File: config.mk
export PLATFORM = sky130hd
export DESIGN_NAME = cascadable_watchdog
export DESIGN_NICKNAME = d
export VERILOG_FILES = /design/src/hdl/cascadable_watchdog.v
export VERILOG_INCLUDE_DIRS = /design/src /design/src/hdl
export SDC_FILE = /design/constraint.sdc
export NUM_CORES = 1
export LEC_CHECK = 0
export ABC_AREA = 1
export BUFFER_PORTS_ARGS = -buffer_cell sky130_fd_sc_hd__buf_2
export CORE_ASPECT_RATIO = 1.75
export CORE_MARGIN = 2
export CORE_UTILIZATION = 45
export DETAILED_ROUTE_END_ITERATION = 7
export GPL_TIMING_DRIVEN = 0
export PLACE_DENSITY = 0.67
export RECOVER_POWER = 25
export REMOVE_ABC_BUFFERS = 1
export SLEW_MARGIN = 40
export SYNTH_ARGS = -nofsm -noshare
export SYNTH_HDL_FRONTEND = slang
export SYNTH_SLANG_ARGS = --single-unit
File: constraint.sdc
create_clock -name clock -period 5 [get_ports clock]
set_input_delay 1 -clock clock [delete_from_list [all_inputs] [get_ports clock]]
set_output_delay 1 -clock clock [all_outputs]
set_load 0.05 [all_outputs]
File: src/hdl/watchdog_consts.vh
// constants for the cascadable watchdog counter block
// assumes one 125 MHz clock; times in their own units, counts derived
`ifndef WATCHDOG_CONSTS_VH
`define WATCHDOG_CONSTS_VH
`define WD_CLK_MHZ         125
`define WD_WIDTH_SMALL     16
`define WD_WIDTH_LARGE     32
`define WD_STRIKE_LIMIT    2'h3
`define WD_TERM_DEFAULT    16'hFFFF
`define WD_PERIOD_MS       2000
// cycles per count step so that a full 16-bit count spans about 2 s
`define WD_PRESCALE_CYCLES ((`WD_PERIOD_MS * 1000 * `WD_CLK_MHZ) / 65536)
`define WD_RESET_PULSE     8'h10
`endif

File: src/hdl/cascadable_watchdog.v
// three watchdog counters (16, 16, 32 bit), independent or cascaded
// assumes control inputs synchronous to clock; no software registers
// Contract
// RULE1 - The block holds counters 0 and 1 of 16 bits and counter 2 of 32 bits.
// RULE2 - Each counter either counts on the common tick or on the wrap of the one below it.
// RULE3 - Counter 0 pulses its interrupt each time it reaches its terminal count.
// RULE4 - Three consecutive unserviced counter 0 interrupts issue a system reset.
// RULE5 - With terminal count 0xFFFF counter 0 interrupts come about two seconds apart.
// RULE6 - The watchdog reset restarts the processor from its entry point.
// RULE7 - Software clears counter 0 at least once every six seconds.
// RULE8 - Counter 1 gives an independent periodic tick for the system.
// RULE9 - Clearing counter 0 restarts it at zero and zeroes the strike tally.
`include "watchdog_consts.vh"
`default_nettype none
module cascadable_watchdog #(
  parameter PRESCALE = `WD_PRESCALE_CYCLES
) (
  // clock and reset
  input  wire        clock,
  input  wire        rst,
  // configuration
  input  wire [2:0]  enable,
  input  wire [2:0]  cascade,
  input  wire [15:0] match0,
  input  wire [15:0] match1,
  input  wire [31:0] match2,
  // service
  input  wire        clear0,
  input  wire        clear1,
  input  wire        clear2,
  input  wire        intAck0,
  // events and counter status
  output reg         irq0,
  output reg         tick1,
  output reg         irq2,
  output reg         systemReset,
  output reg  [1:0]  strikes,
  output reg  [15:0] count0,
  output reg  [15:0] count1,
  output reg  [31:0] count2
);
  // one-hot watchdog states: watching for strikes, or holding the reset line
  localparam [1:0]  ST_WATCH      = 2'b01;
  localparam [1:0]  ST_HOLD       = 2'b10;
  localparam [31:0] PRESCALE_LAST = PRESCALE - 1;

  // a counter steps when enabled, on the common tick or on the event below it
  function stepSel;
    input en;
    input chained;
    input below;
    input common;
    begin
      stepSel = en && (chained ? below : common);
    end
  endfunction

  // a counter ends its period when it steps while sitting on its match value
  function endHit;
    input stepping;
    input atMatch;
    begin
      endHit = stepping && atMatch;
    end
  endfunction

  reg  [31:0] prescale;
  reg  [31:0] next_prescale;
  reg  [7:0]  resetHold;
  reg  [7:0]  next_resetHold;
  reg  [1:0]  state;
  reg  [1:0]  next_state;
  reg  [1:0]  next_strikes;
  reg         next_systemReset;
  reg  [15:0] next_count0;
  reg  [15:0] next_count1;
  reg  [31:0] next_count2;
  reg         next_irq0;
  reg         next_tick1;
  reg         next_irq2;
  wire        tick;
  wire        step0;
  wire        wrap0;
  wire        strike;
  wire        hit0;
  wire        step1;
  wire        hit1;
  wire        step2;
  wire        hit2;
  wire [1:0]  strikeUp;
  wire        lastStrike;

  // common tick: one count step every PRESCALE clocks
  assign tick       = (prescale == PRESCALE_LAST);
  assign step0      = enable[0] && tick;
  assign wrap0      = endHit(step0, count0 == match0);
  // a wrap cleared in its own cycle counts as serviced, for the chain as well
  assign strike     = wrap0 && !clear0;
  // counter 0 has nothing below it, so cascade[0] is left without effect
  assign hit0       = strike;
  assign step1      = stepSel(enable[1], cascade[1], hit0, tick);
  assign hit1       = endHit(step1, count1 == match1);
  assign step2      = stepSel(enable[2], cascade[2], hit1, tick);
  assign hit2       = endHit(step2, count2 == match2);
  assign strikeUp   = strikes + 2'h1;
  assign lastStrike = strike && (strikeUp == `WD_STRIKE_LIMIT);

  always @* begin
    if (tick) begin
      next_prescale = 32'h0;
    end else begin
      next_prescale = prescale + 32'h1;
    end
  end

  always @(posedge clock or posedge rst) begin
    if (rst) begin
      prescale <= 32'h0;
    end else begin
      prescale <= next_prescale;
    end
  end

  // counters wrap to zero when they step while on their match value; a clear beats a step
  always @* begin
    next_count0 = count0;
    if (clear0 || wrap0) begin
      next_count0 = 16'h0; // [RULE9]
    end else if (step0) begin
      next_count0 = count0 + 16'h1; // [RULE1] [RULE5]
    end
  end

  always @* begin
    next_count1 = count1;
    if (clear1 || hit1) begin
      next_count1 = 16'h0;
    end else if (step1) begin
      next_count1 = count1 + 16'h1; // [RULE2] [RULE8]
    end
  end

  always @* begin
    next_count2 = count2;
    if (clear2 || hit2) begin
      next_count2 = 32'h0;
    end else if (step2) begin
      next_count2 = count2 + 32'h1; // [RULE1] [RULE2]
    end
  end

  // event pulses last one cycle; a clear in the match cycle swallows the pulse
  always @* begin
    next_irq0  = strike; // [RULE3]
    next_tick1 = hit1 && !clear1; // [RULE8]
    next_irq2  = hit2 && !clear2;
  end

  always @(posedge clock or posedge rst) begin
    if (rst) begin
      count0 <= 16'h0;
      count1 <= 16'h0;
      count2 <= 32'h0;
      irq0   <= 1'b0;
      tick1  <= 1'b0;
      irq2   <= 1'b0;
    end else begin
      count0 <= next_count0;
      count1 <= next_count1;
      count2 <= next_count2;
      irq0   <= next_irq0;
      tick1  <= next_tick1;
      irq2   <= next_irq2;
    end
  end

  // strike tally and reset pulse; a new interrupt in an acknowledge cycle
  // still counts, since the acknowledge belongs to the interrupt before it
  always @* begin
    next_state       = state;
    next_resetHold   = resetHold;
    next_strikes     = strikes;
    next_systemReset = 1'b0;
    case (state)
      ST_WATCH: begin
        if (lastStrike) begin
          next_state       = ST_HOLD;
          next_resetHold   = `WD_RESET_PULSE; // [RULE4]
          next_systemReset = 1'b1; // [RULE6]
          next_strikes     = 2'h0;
        end else if (strike) begin
          next_strikes = strikeUp; // [RULE4]
        end else if (clear0 || intAck0) begin
          next_strikes = 2'h0; // [RULE9]
        end
      end
      ST_HOLD: begin
        // the pulse runs its full length; strikes meanwhile are ignored
        next_systemReset = 1'b1; // [RULE6]
        next_strikes     = 2'h0;
        next_resetHold   = resetHold - 8'h1;
        if (resetHold == 8'h01) begin
          next_state = ST_WATCH;
        end
      end
      default: begin
        next_state     = ST_WATCH;
        next_resetHold = 8'h0;
        next_strikes   = 2'h0;
      end
    endcase
  end

  always @(posedge clock or posedge rst) begin
    if (rst) begin
      state       <= ST_WATCH;
      strikes     <= 2'h0;
      systemReset <= 1'b0;
      resetHold   <= 8'h0;
    end else begin
      state       <= next_state;
      strikes     <= next_strikes;
      systemReset <= next_systemReset;
      resetHold   <= next_resetHold;
    end
  end
endmodule
`default_nettype wire

**Yosys cells after proc, flatten, opt, wreduce, memory -nomap -nowiden**

Cells that the tools add are included.

- Register bits: 112
- Bits in latches: 0
- Word-level logic and storage cells: 69
- Bits in writable memories: 0
- Memories kept: 0
- Bits in read-only memories: 0
- Output and inout bits: 70

- Reduce and logical (&&, ||, !) cells: 21
- Add/sub/neg operators: 6
- Divide/modulo/power cells: 0
- Shift operators: 0
- Bitwise logic cells: 0
- Eq/ne operators: 11
- Multiplexer cells: 20
- Multiply operators: 0
- Magnitude comparators: 0

Operators with widths:

| kind | number |
|---|---|
| 32-bit two-way mux | 3 |
| 32-bit by 1-bit adder with 32-bit output (second input constant) | 2 |
| 16-bit two-way mux | 4 |
| 16-bit by 1-bit adder with 16-bit output (second input constant) | 2 |
| 16-bit == test | 2 |
| 32-bit by 12-bit == test with 1-bit output (second input constant) | 1 |
| 32-bit == test | 1 |
| 8-bit one-hot mux with 2 select lines | 1 |
| 2-bit two-way mux | 6 |
| 1-bit logical AND | 10 |
| 8-bit by 1-bit == test with 1-bit output (second input constant) | 1 |
| 8-bit two-way mux | 1 |
| 8-bit by 1-bit subtractor with 8-bit output (second input constant) | 1 |
| 2-bit nonzero test | 3 |
| 2-bit == test (second input constant) | 2 |
| 1-bit logical OR | 4 |
| 2-bit != test (second input constant) | 2 |
| 4-bit != test (second input constant) | 1 |
| 2-bit one-hot mux with 2 select lines | 1 |
| 1-bit zero test | 3 |
| 1-bit two-way mux | 3 |
| 2-bit by 1-bit adder with 2-bit output (second input constant) | 1 |
| 2-bit by 1-bit == test with 1-bit output (second input constant) | 1 |
| 1-bit one-hot mux with 2 select lines | 1 |
| 2-bit AND reduction | 1 |

**Logic depth before layout (Yosys ltp)**

Gate-level depths: netlist of the first run.

- Depth after elaboration: 12
- Mapped depth: 16
- Gate-level depth less buffers: 16

**Worst setup path after synthesis of the first run**

No wires, ideal clock.

- Path type: input -> register
- Start: input port match0[7]
- End: register count2[22]
- Slack: 2.647 ns
- Data arrival time: 2.235 ns
- Cell stages on the path: 13
- Library setup time: 0.118 ns
- Path through: xnor2_1 > nand2_1 > nor2_1 > nand2_1 > nor2_2 > nand3_4 > nand2_4 > nand3_4 > a21oi_4 > nor2_4 > buf_6 > nand2_1 > nand2_1

- Longest elaborated chain between the ends: 11

Ends and longest elaborated chain:

| what | RTL line | RTL |
|---|---|---|
| from (decl) | cascadable_watchdog.v:24 | `input wire [15:0] match0,` |
| 16-bit == test (*) | cascadable_watchdog.v:96 | `assign wrap0 = endHit(step0, count0 == match0);` |
| 1-bit logical AND (*) | cascadable_watchdog.v:63 | `endHit = stepping && atMatch;` |
| 1-bit logical AND (*) | cascadable_watchdog.v:98 | `assign strike = wrap0 && !clear0;` |
| 1-bit two-way mux (*) | cascadable_watchdog.v:54 | `stepSel = en && (chained ? below : common);` |
| 1-bit logical AND (*) | cascadable_watchdog.v:54 |  |
| 1-bit logical AND (*) | cascadable_watchdog.v:63 |  |
| 1-bit two-way mux (*) | cascadable_watchdog.v:54 |  |
| 1-bit logical AND (*) | cascadable_watchdog.v:54 |  |
| 1-bit logical AND | cascadable_watchdog.v:63 |  |
| 1-bit logical OR | cascadable_watchdog.v:145 | `if (clear2 \|\| hit2) begin` |
| 32-bit two-way mux or 2-bit nonzero test (tied branches) | -- |  |
| to (signal assigned) | cascadable_watchdog.v:170 | `count2 <= next_count2;` |
| to (decl) | cascadable_watchdog.v:40 | `output reg [31:0] count2` |

Mark *: on every way between the ends. The rest lies on a longest branch, timed or not.
A chain may end at the register's enable or synchronous reset.

**Final worst setup path of the first run**

- Start: input port match0[4]
- End: register count1[10]

- Longest elaborated chain between the ends: 8

Ends and longest elaborated chain:

| what | RTL line | RTL |
|---|---|---|
| 16-bit == test (*) | cascadable_watchdog.v:96 |  |
| 1-bit logical AND (*) | cascadable_watchdog.v:63 |  |
| 1-bit logical AND (*) | cascadable_watchdog.v:98 |  |
| 1-bit two-way mux (*) | cascadable_watchdog.v:54 |  |
| 1-bit logical AND (*) | cascadable_watchdog.v:54 |  |
| 1-bit logical AND | cascadable_watchdog.v:63 |  |
| 1-bit logical OR | cascadable_watchdog.v:136 | `if (clear1 \|\| hit1) begin` |
| 16-bit two-way mux or 2-bit nonzero test (tied branches) | -- |  |
| to (signal assigned) | cascadable_watchdog.v:169 | `count1 <= next_count1;` |
| to (decl) | cascadable_watchdog.v:39 | `output reg [15:0] count1,` |

Marks and branches as above.

==> impl_summary.log, run 1 <==
[metrics] largest net degree at the start of global routing: 60
[metrics] endpoint type of the worst setup path: register
[metrics] Final setup violation count: 0
[metrics] Worst EP required: 5260 ps
[metrics] share of power burned in the clock network: 0.421
[metrics] via-per-instance ratio: 5.11
[metrics] minimum clock period: 2720 ps
[metrics] share of the synthesized netlist area taken by xor and xnor gates: 0.115
[metrics] area of all sequential standard cells: 2800 um2
[metrics] startpoint kind of the worst setup timing path: primary input
[metrics] number of flops mapped to enable cells by yosys: 0
[metrics] Routed Antenna Nets: 0
[metrics] cells after synthesis: 1062
[metrics] effective utilization at floorplan: 0.456
[metrics] run status: complete, but fails checks
[metrics] power after layout: 1.84 mW
[metrics] wire length per cell after detailed routing: 14.4 um
[metrics] hold path cells: 2
[metrics] post-cts hold buffer count: 0
[metrics] clock latency at the later pin of the worst-skew pair: 370 ps
[metrics] warning count from the yosys run: 0
[metrics] arrival time of data at the critical path endpoint: 2980 ps
[metrics] Layout Area Growth over Synthesis: 15.4%
[metrics] cell leakage power: 4.59 nW
[metrics] Antenna Diode Count: 0
[metrics] final hold slack: 513 ps
[metrics] critical register-to-register path startpoint: prescale[1]
[metrics] netlist area before placement: 7690 um2
[metrics] number of instances in the placed design: 1406
[metrics] worst clock skew on the final layout: 6.97 ps
[metrics] share of flip-flops with an asynchronous set or reset: 1.00
[metrics] grt total ovfl: 0
[metrics] simple logic cell fraction of the synthesized area: 0.342
[metrics] violated checks: capacitance limit, slew limit
[metrics] std cell rows: 63
[metrics] R2R Setup Slk: 2380 ps
[metrics] total CTS buffers: 9
[metrics] Floorplan Core Area: 16900 um2
[metrics] HPWL after detailed placement: 15800 um
[metrics] final worst path period share: 0.544
[metrics] # H-tree levels: 3
[metrics] Max IR drop VDD: 0.000221 V
[metrics] Power Dens Cells: 207 nW/um2
[metrics] clk root buf: clkbuf_16
[metrics] largest family of logic cells by synthesized area: simple AND/OR/NAND/NOR gates
[metrics] combined area of the multi-input logic cells: 4110 um2
[metrics] final number of max-transition violations: 54
[metrics] setup repair after global routing missed its margin: no
[metrics] Tightest Pin Transition: 2610 ps
[metrics] fraction of power spent switching nets: 0.259
[metrics] antenna violations before repair: 0
[metrics] placed instance area: 8560 um2
[metrics] critical path start-end classification: primary input to register
[metrics] Final Hold Violating Endpoints: 0
[metrics] r2r endpoint: count1[10]
[metrics] width of the die: 103 um
[metrics] net switching power: 0.478 mW
[metrics] Die H: 177 um
[metrics] post-synthesis share of cell area spent on full adders, half adders and majority gates: 0.0163
[metrics] sequential area share after synthesis: 0.365
[metrics] number of I/O port buffers: 144
[metrics] fmax: 368 MHz
[metrics] DRC marker count from the first detailed-route iteration: 256
[metrics] Internal: 1.36 mW
[metrics] count of unresolved DRC violations after routing: 0
[metrics] Synth cell types: 46
[metrics] Routability Congestion: 0.897
[metrics] Post-Syn Area per Cell: 7.24 um2
[metrics] global routing usage summed across all routing layers: 0.235
[metrics] TritonCTS clock tree: yes
[metrics] predominant post-synthesis flop cell: dfrtp_1
[metrics] core utilization of the finished layout: 0.526
[metrics] vias in the first global route: 7072
[metrics] DIE AREA: 18200 um2
[metrics] fraction of power consumed by sequential logic: 0.498
[metrics] buffer levels on the longest clock path: 2
[metrics] reported max-cap violation count: 1
[metrics] endpoint of the worst hold path: state[0]
[metrics] Total Nets Final: 1277
[metrics] type of the worst min-delay path: register to register
[metrics] worst-case reg-to-reg path depth: 15
[metrics] share of post-route cells with drive strength above 1: 0.173
[metrics] combinational power share: 0.081
[metrics] mux cell area share after synthesis: 0
[metrics] number of post-CTS setup repair buffers: 0
[metrics] post-route non-filler standard cell count: 1423
[metrics] layout filler cell count: 1749
[metrics] worst hold path startpoint: state[0]
[metrics] sinks on the clock net: 112
[metrics] area fraction in compound gates after synthesis: 0.0604
[metrics] first-pass GRT wire length: 33700 um
[metrics] total number of vias: 7276
[metrics] summed area of non-filler cells in the final layout: 8880 um2
[metrics] relative slew slack: -0.753
[metrics] clock-pin slew of the registers on the worst-case setup and hold paths: 80 ps
[metrics] Synth Register Bits: 112
[metrics] maximum fanout along the worst path: 21
[metrics] I/O pin count: 146
[metrics] first drt pass iteration count: 5
[metrics] Routed WL: 20500 um
[metrics] post-cts resize count: 0
stage by stage:
step                      setup TNS [ps]  setup WS, ps
final                                  0          2280
after global routing                   0          1990
after CTS                              0          1910
after detailed placement               0          1520
after global placement            -58750          -542
after floorplan                        0          1040
cell usage after synthesis (7+ instances only):
cell	number	area share
nand4_1	60	0.049
xnor2_1	39	0.044
buf_6	7	0.010
inv_2	7	0.0034
dfrtp_1	111	0.36
nor4_1	24	0.020
ha_1	10	0.016
inv_1	153	0.075
nor2_1	106	0.052
nand3_1	48	0.031
nand2_1	254	0.12
nor3_1	45	0.029
xor2_1	62	0.071
or2_2	10	0.0081
o21ai_0	31	0.020
buf_2	12	0.0078
a21oi_1	25	0.016
power groups by stage:
stage | combinational (mW) | sequential, mW | clock (mW)
floorplan | 0.0733 | 0.949 | 0
global placement | 0.146 | 0.936 | 0
detailed placement | 0.151 | 0.936 | 0
CTS | 0.151 | 0.918 | 0.788
global route | 0.168 | 0.919 | 0.830
finish | 0.149 | 0.918 | 0.774
cells by family after synthesis:
logic type      after synthesis
simple gates                571
buf+inv                     188
flops                       112
xor+xnor                    101
compound gates               80
fa+ha+maj                    10
critical path: stages:
cell	delay [ps]
buf_2	110
xnor2_1	150
nand2_1	80
nor2_1	170
nand2_1	90
nor2_2	160
nand3_4	140
nand2_4	100
nand2_2	100
nand2_1	490
nand3_1	180
o21ai_1	160
nor2_1	50
cells in the final DEF (no fill, tap or decap), types with 25 or more instances in the layout:
cell type  Yosys  routed
o21ai_0       31      31
inv_1        153     151
dfrtp_1      111     111
a21oi_1       25      25
xnor2_1       39      39
nor3_1        45      45
nand4_1       60      60
nand2_1      254     254
nor2_1       106     106
xor2_1        62      62
buf_2         12     143
nand3_1       48      47
per-layer routing:
metal	GRT usage	vias to the layer above	routed length, um
met4	0.0927	0	595
met2	0.448	165	11600
met3	0.0320	36	684
met1	0.254	3397	7640
li1	-	3678	-
met5	0	-	0
layout make-up:
| class | count | share of cell area |
|---|---|---|
| clock buffer | 9 | 0.0254 |
| clock inverter | 7 | 0.00973 |
| inverter | 160 | 0.0678 |
| multi-input combinational | 762 | 0.463 |
| sequential | 112 | 0.316 |
| tap | 227 | 0.0320 |
| timing repair buffer | 146 | 0.0858 |
how the worst max path moves through the flow:
stage / startpoint / slack (ps) / endpoint / depth (start not counted)
floorplan: rst / 1040 / count0[0] / 1
global placement: rst / -540 / prescale[30] / 2
detailed placement: match0[4] / 1520 / count2[10] / 13
CTS: match0[4] / 1910 / count2[31] / 13
global route: match0[12] / 1990 / count1[3] / 15
finish: match0[4] / 2280 / count1[10] / 13
sequential cells by signal, summed over array words and instances, names as in the netlist:
name / count
count0: 16
count1: 16
count2: 32
irq0: 1
irq2: 1
prescale: 32
resetHold: 8
state: 2
strikes: 2
systemReset: 1
tick1: 1
No activity file was read; power rests on OpenSTA's default activity.
==> run 2, diff against run 1 <==
- ABC_AREA: 1 -> 0
- PLACE_DENSITY: 0.67 -> 0.68
- clock period: 5 -> 2.55 ns (I/O delays scaled with it)
==> impl_summary.log, run 2 <==
[metrics] sinks on the clock net: 112 (unchanged)
[metrics] global routing usage summed across all routing layers: 0.231 (-0.00464)
[metrics] Max IR drop VDD: 0.000294 V (+33%)
[metrics] violated checks: setup timing
[metrics] mux cell area share after synthesis: 0.00600 (+0.00600)
[metrics] Final Hold Violating Endpoints: 0 (unchanged)
[metrics] simple logic cell fraction of the synthesized area: 0.256 (-0.0869)
[metrics] total CTS buffers: 9 (unchanged)
[metrics] R2R Setup Slk: -70 ps (-2450 ps)
[metrics] share of post-route cells with drive strength above 1: 0.288 (+0.115)
[metrics] most common library cell in the layout ignoring fill and taps: buf_2
[metrics] Synth Register Bits: 112 (unchanged)
[metrics] number of instances in the placed design: 1037 (-26%)
[metrics] Worst EP required: 2830 ps (-2430 ps)
[metrics] proportion of netlist area held by the largest area contributor: 0.416 (+0.0551)
[metrics] cell with the most instances after synthesis: dfrtp_1
[metrics] first drt pass iteration count: 5 (unchanged)
[metrics] DIE AREA: 15900 um2 (-13%)
[metrics] vias in the first global route: 5915 (-16%)
[metrics] effective utilization at floorplan: 0.462 (+0.00611)
[metrics] setup repair after global routing missed its margin: yes
[metrics] type of the worst min-delay path: primary input to asynchronous set/reset pin
[metrics] first-pass GRT wire length: 28900 um (-14%)
[metrics] Routed Antenna Nets: 0 (unchanged)
[metrics] clock latency at the later pin of the worst-skew pair: 350 ps (-20 ps)
[metrics] clk root buf: clkbuf_16
[metrics] final worst path period share: 1.03
[metrics] largest cells by area after synthesis: dfrtp_1, xnor2_1, nor2_1, nand4_1, a21oi_1
[metrics] Final setup violation count: 21 (+21)
[metrics] Largest regs: count2 (32), prescale (32)
[metrics] buffer levels on the longest clock path: 2 (unchanged)
[metrics] worst clock skew on the final layout: 10.7 ps (+3.73 ps)
[metrics] share of the synthesized netlist area taken by xor and xnor gates: 0.144 (+0.0294)
[metrics] sequential area share after synthesis: 0.420 (+0.0556)
[metrics] arrival time of data at the critical path endpoint: 2910 ps (-70 ps)
[metrics] netlist area before placement: 6670 um2 (-13%)
[metrics] width of the die: 96.1 um (-6.6%)
[metrics] HPWL after detailed placement: 12800 um (-19%)
[metrics] relative slew slack: 0.176 (+0.928)
[metrics] Final WS setup: -74.5 ps (-2350 ps)
[metrics] Die H: 165 um (-6.7%)
[metrics] maximum fanout along the worst path: 12 (-43%)
[metrics] std cell rows: 58 (-7.9%)
[metrics] run status: complete, but fails checks
[metrics] reported max-cap violation count: 0 (-1)
[metrics] area fraction in compound gates after synthesis: 0.125 (+0.0643)
[metrics] most frequent cells in the layout: buf_2, dfrtp_1, xnor2_1, nor2_1, nand2_1
[metrics] startpoint kind of the worst setup timing path: register
[metrics] I/O pin count: 146 (unchanged)
[metrics] predominant post-synthesis flop cell: dfrtp_1
[metrics] cells after synthesis: 734 (-31%)
[metrics] share of flip-flops with an asynchronous set or reset: 1.00 (unchanged)
[metrics] total number of vias: 6093 (-16%)
[metrics] Antenna Diode Count: 0 (unchanged)
[metrics] post-route non-filler standard cell count: 1080 (-24%)
[metrics] final number of max-transition violations: 0 (-100%)
[metrics] number of I/O port buffers: 144 (unchanged)
[metrics] Post-Syn Area per Cell: 9.09 um2 (+26%)
[metrics] via-per-instance ratio: 5.64 (+10%)
[metrics] grt total ovfl: 0 (unchanged)
[metrics] Tightest Pin Transition: 1230 ps (-1380 ps)
[metrics] Floorplan Core Area: 14400 um2 (-14%)
[metrics] critical path start-end classification: register to register
[metrics] Routed WL: 18200 um (-11%)
[metrics] power after layout: 3.48 mW (+89%)
[metrics] wire length per cell after detailed routing: 16.9 um (+17%)
[metrics] # H-tree levels: 3 (unchanged)
[metrics] Total Nets Final: 981 (-23%)
[metrics] fmax: 381 MHz
[metrics] Synth cell types: 59 (+28%)
[metrics] cell leakage power: 3.61 nW (-21%)
[metrics] endpoint type of the worst setup path: register
[metrics] minimum clock period: 2620 ps
[metrics] Routability Congestion: 0.799 (-11%)
[metrics] TritonCTS clock tree: yes
[metrics] post-cts hold buffer count: 0 (unchanged)
[metrics] warning count from the yosys run: 0 (unchanged)
[metrics] number of flops mapped to enable cells by yosys: 0 (unchanged)
[metrics] most frequent cells after synthesis: dfrtp_1, xnor2_1, nor2_1
[metrics] count of unresolved DRC violations after routing: 0 (unchanged)
[metrics] clock-pin slew of the registers on the worst-case setup and hold paths: 80 ps (about the same)
[metrics] post-synthesis share of cell area spent on full adders, half adders and majority gates: 0.0188 (+0.00248)
[metrics] antenna violations before repair: 0 (unchanged)
[metrics] largest net degree at the start of global routing: 58 (-3.3%)
[metrics] Layout Area Growth over Synthesis: 26.7%
[metrics] DRC marker count from the first detailed-route iteration: 269 (+5.1%)
[metrics] area leader, netlist: dfrtp_1
[metrics] largest family of logic cells by synthesized area: simple AND/OR/NAND/NOR gates
[metrics] Power Dens Cells: 411 nW/um2 (+98%)
==> run 2: power breakdown <==
part | switching, mW | internal, mW
Sequential | 0.0000000442 | 1.77
Combinational | 0.132 | 0.112
Clock | 0.685 | 0.774
Total | 0.817 | 2.66
==> run 2: cell families after synthesis <==
kind of cell | after synthesis
buffers and inverters | 47
DFF | 112
muxes | 4
xor gates and xnor gates | 110
AOI/OAI and AO/OA | 132
adders and majority gates | 10
and+or+nand+nor | 319
==> run 2: layout make-up <==
| class | instances | area, um2 |
|---|---|---|
| Tap cell | 180 | 225 |
| Fill cell | 1321 | 5990 |
| Clock inverter | 7 | 77.6 |
| Clock buffer | 9 | 225 |
| Inverter | 21 | 82.6 |
| Timing Repair Buffer | 175 | 1030 |
| Sequential cell | 112 | 2820 |
| Multi-Input combinational cell | 576 | 3990 |
==> run 2: worst max-delay path, cell delays in order, from the launching register on <==
cell	delay, ps
dfrtp_1	420
nor4_2	390
nand2_2	240
nor4_4	340
a32o_2	230
a21boi_4	100
buf_12	150
or4b_1	520
a21oi_2	150
==> run 2: final timing paths <==
path,startpoint,end,cells past startpoint
setup reg to reg,prescale[14],count2[28],8
hold / removal,rst,count2[16],2
max in group asynchronous,rst,prescale[23],3
hold reg to reg,resetHold[1],resetHold[1],2
setup / recovery,prescale[14],count2[28],8
min in group clock,clear2,count2[2],2
==> run 2: routing by layer <==
metal  GRT usage  vias to the layer above  routed length, um
met3      0.0345                       26                798
met1       0.263                     2973               7010
met2       0.422                      135               9970
met5           0                        -                  0
li1            -                     2959                  -
met4      0.0890                        0                425
==> run 2: through the flow <==
stage          hold WS (ps)  worst slack, ps  instance area (um2)  setup TNS [ps]   util
2_1_floorplan           457            -1180                 6550         -141430      -
3_3_place_gp            481            -2530                 7490         -374960  0.519
3_5_place_dp            480             -716                 7620          -23530  0.528
4_1_cts                 183            -91.8                 8290           -1500  0.574
5_1_grt                 463             -186                 8450           -4240  0.585
6_report                447            -74.5                 8450            -730  0.585
==> run 2: repair_timing <==
item	4_1_cts	5_1_grt
resized for setup	31	33
setup buffers	20	5
endpoints found under the hold margin	0	0
setup endpoints to repair	61	57
cloned	2	0
pin swaps	16	11
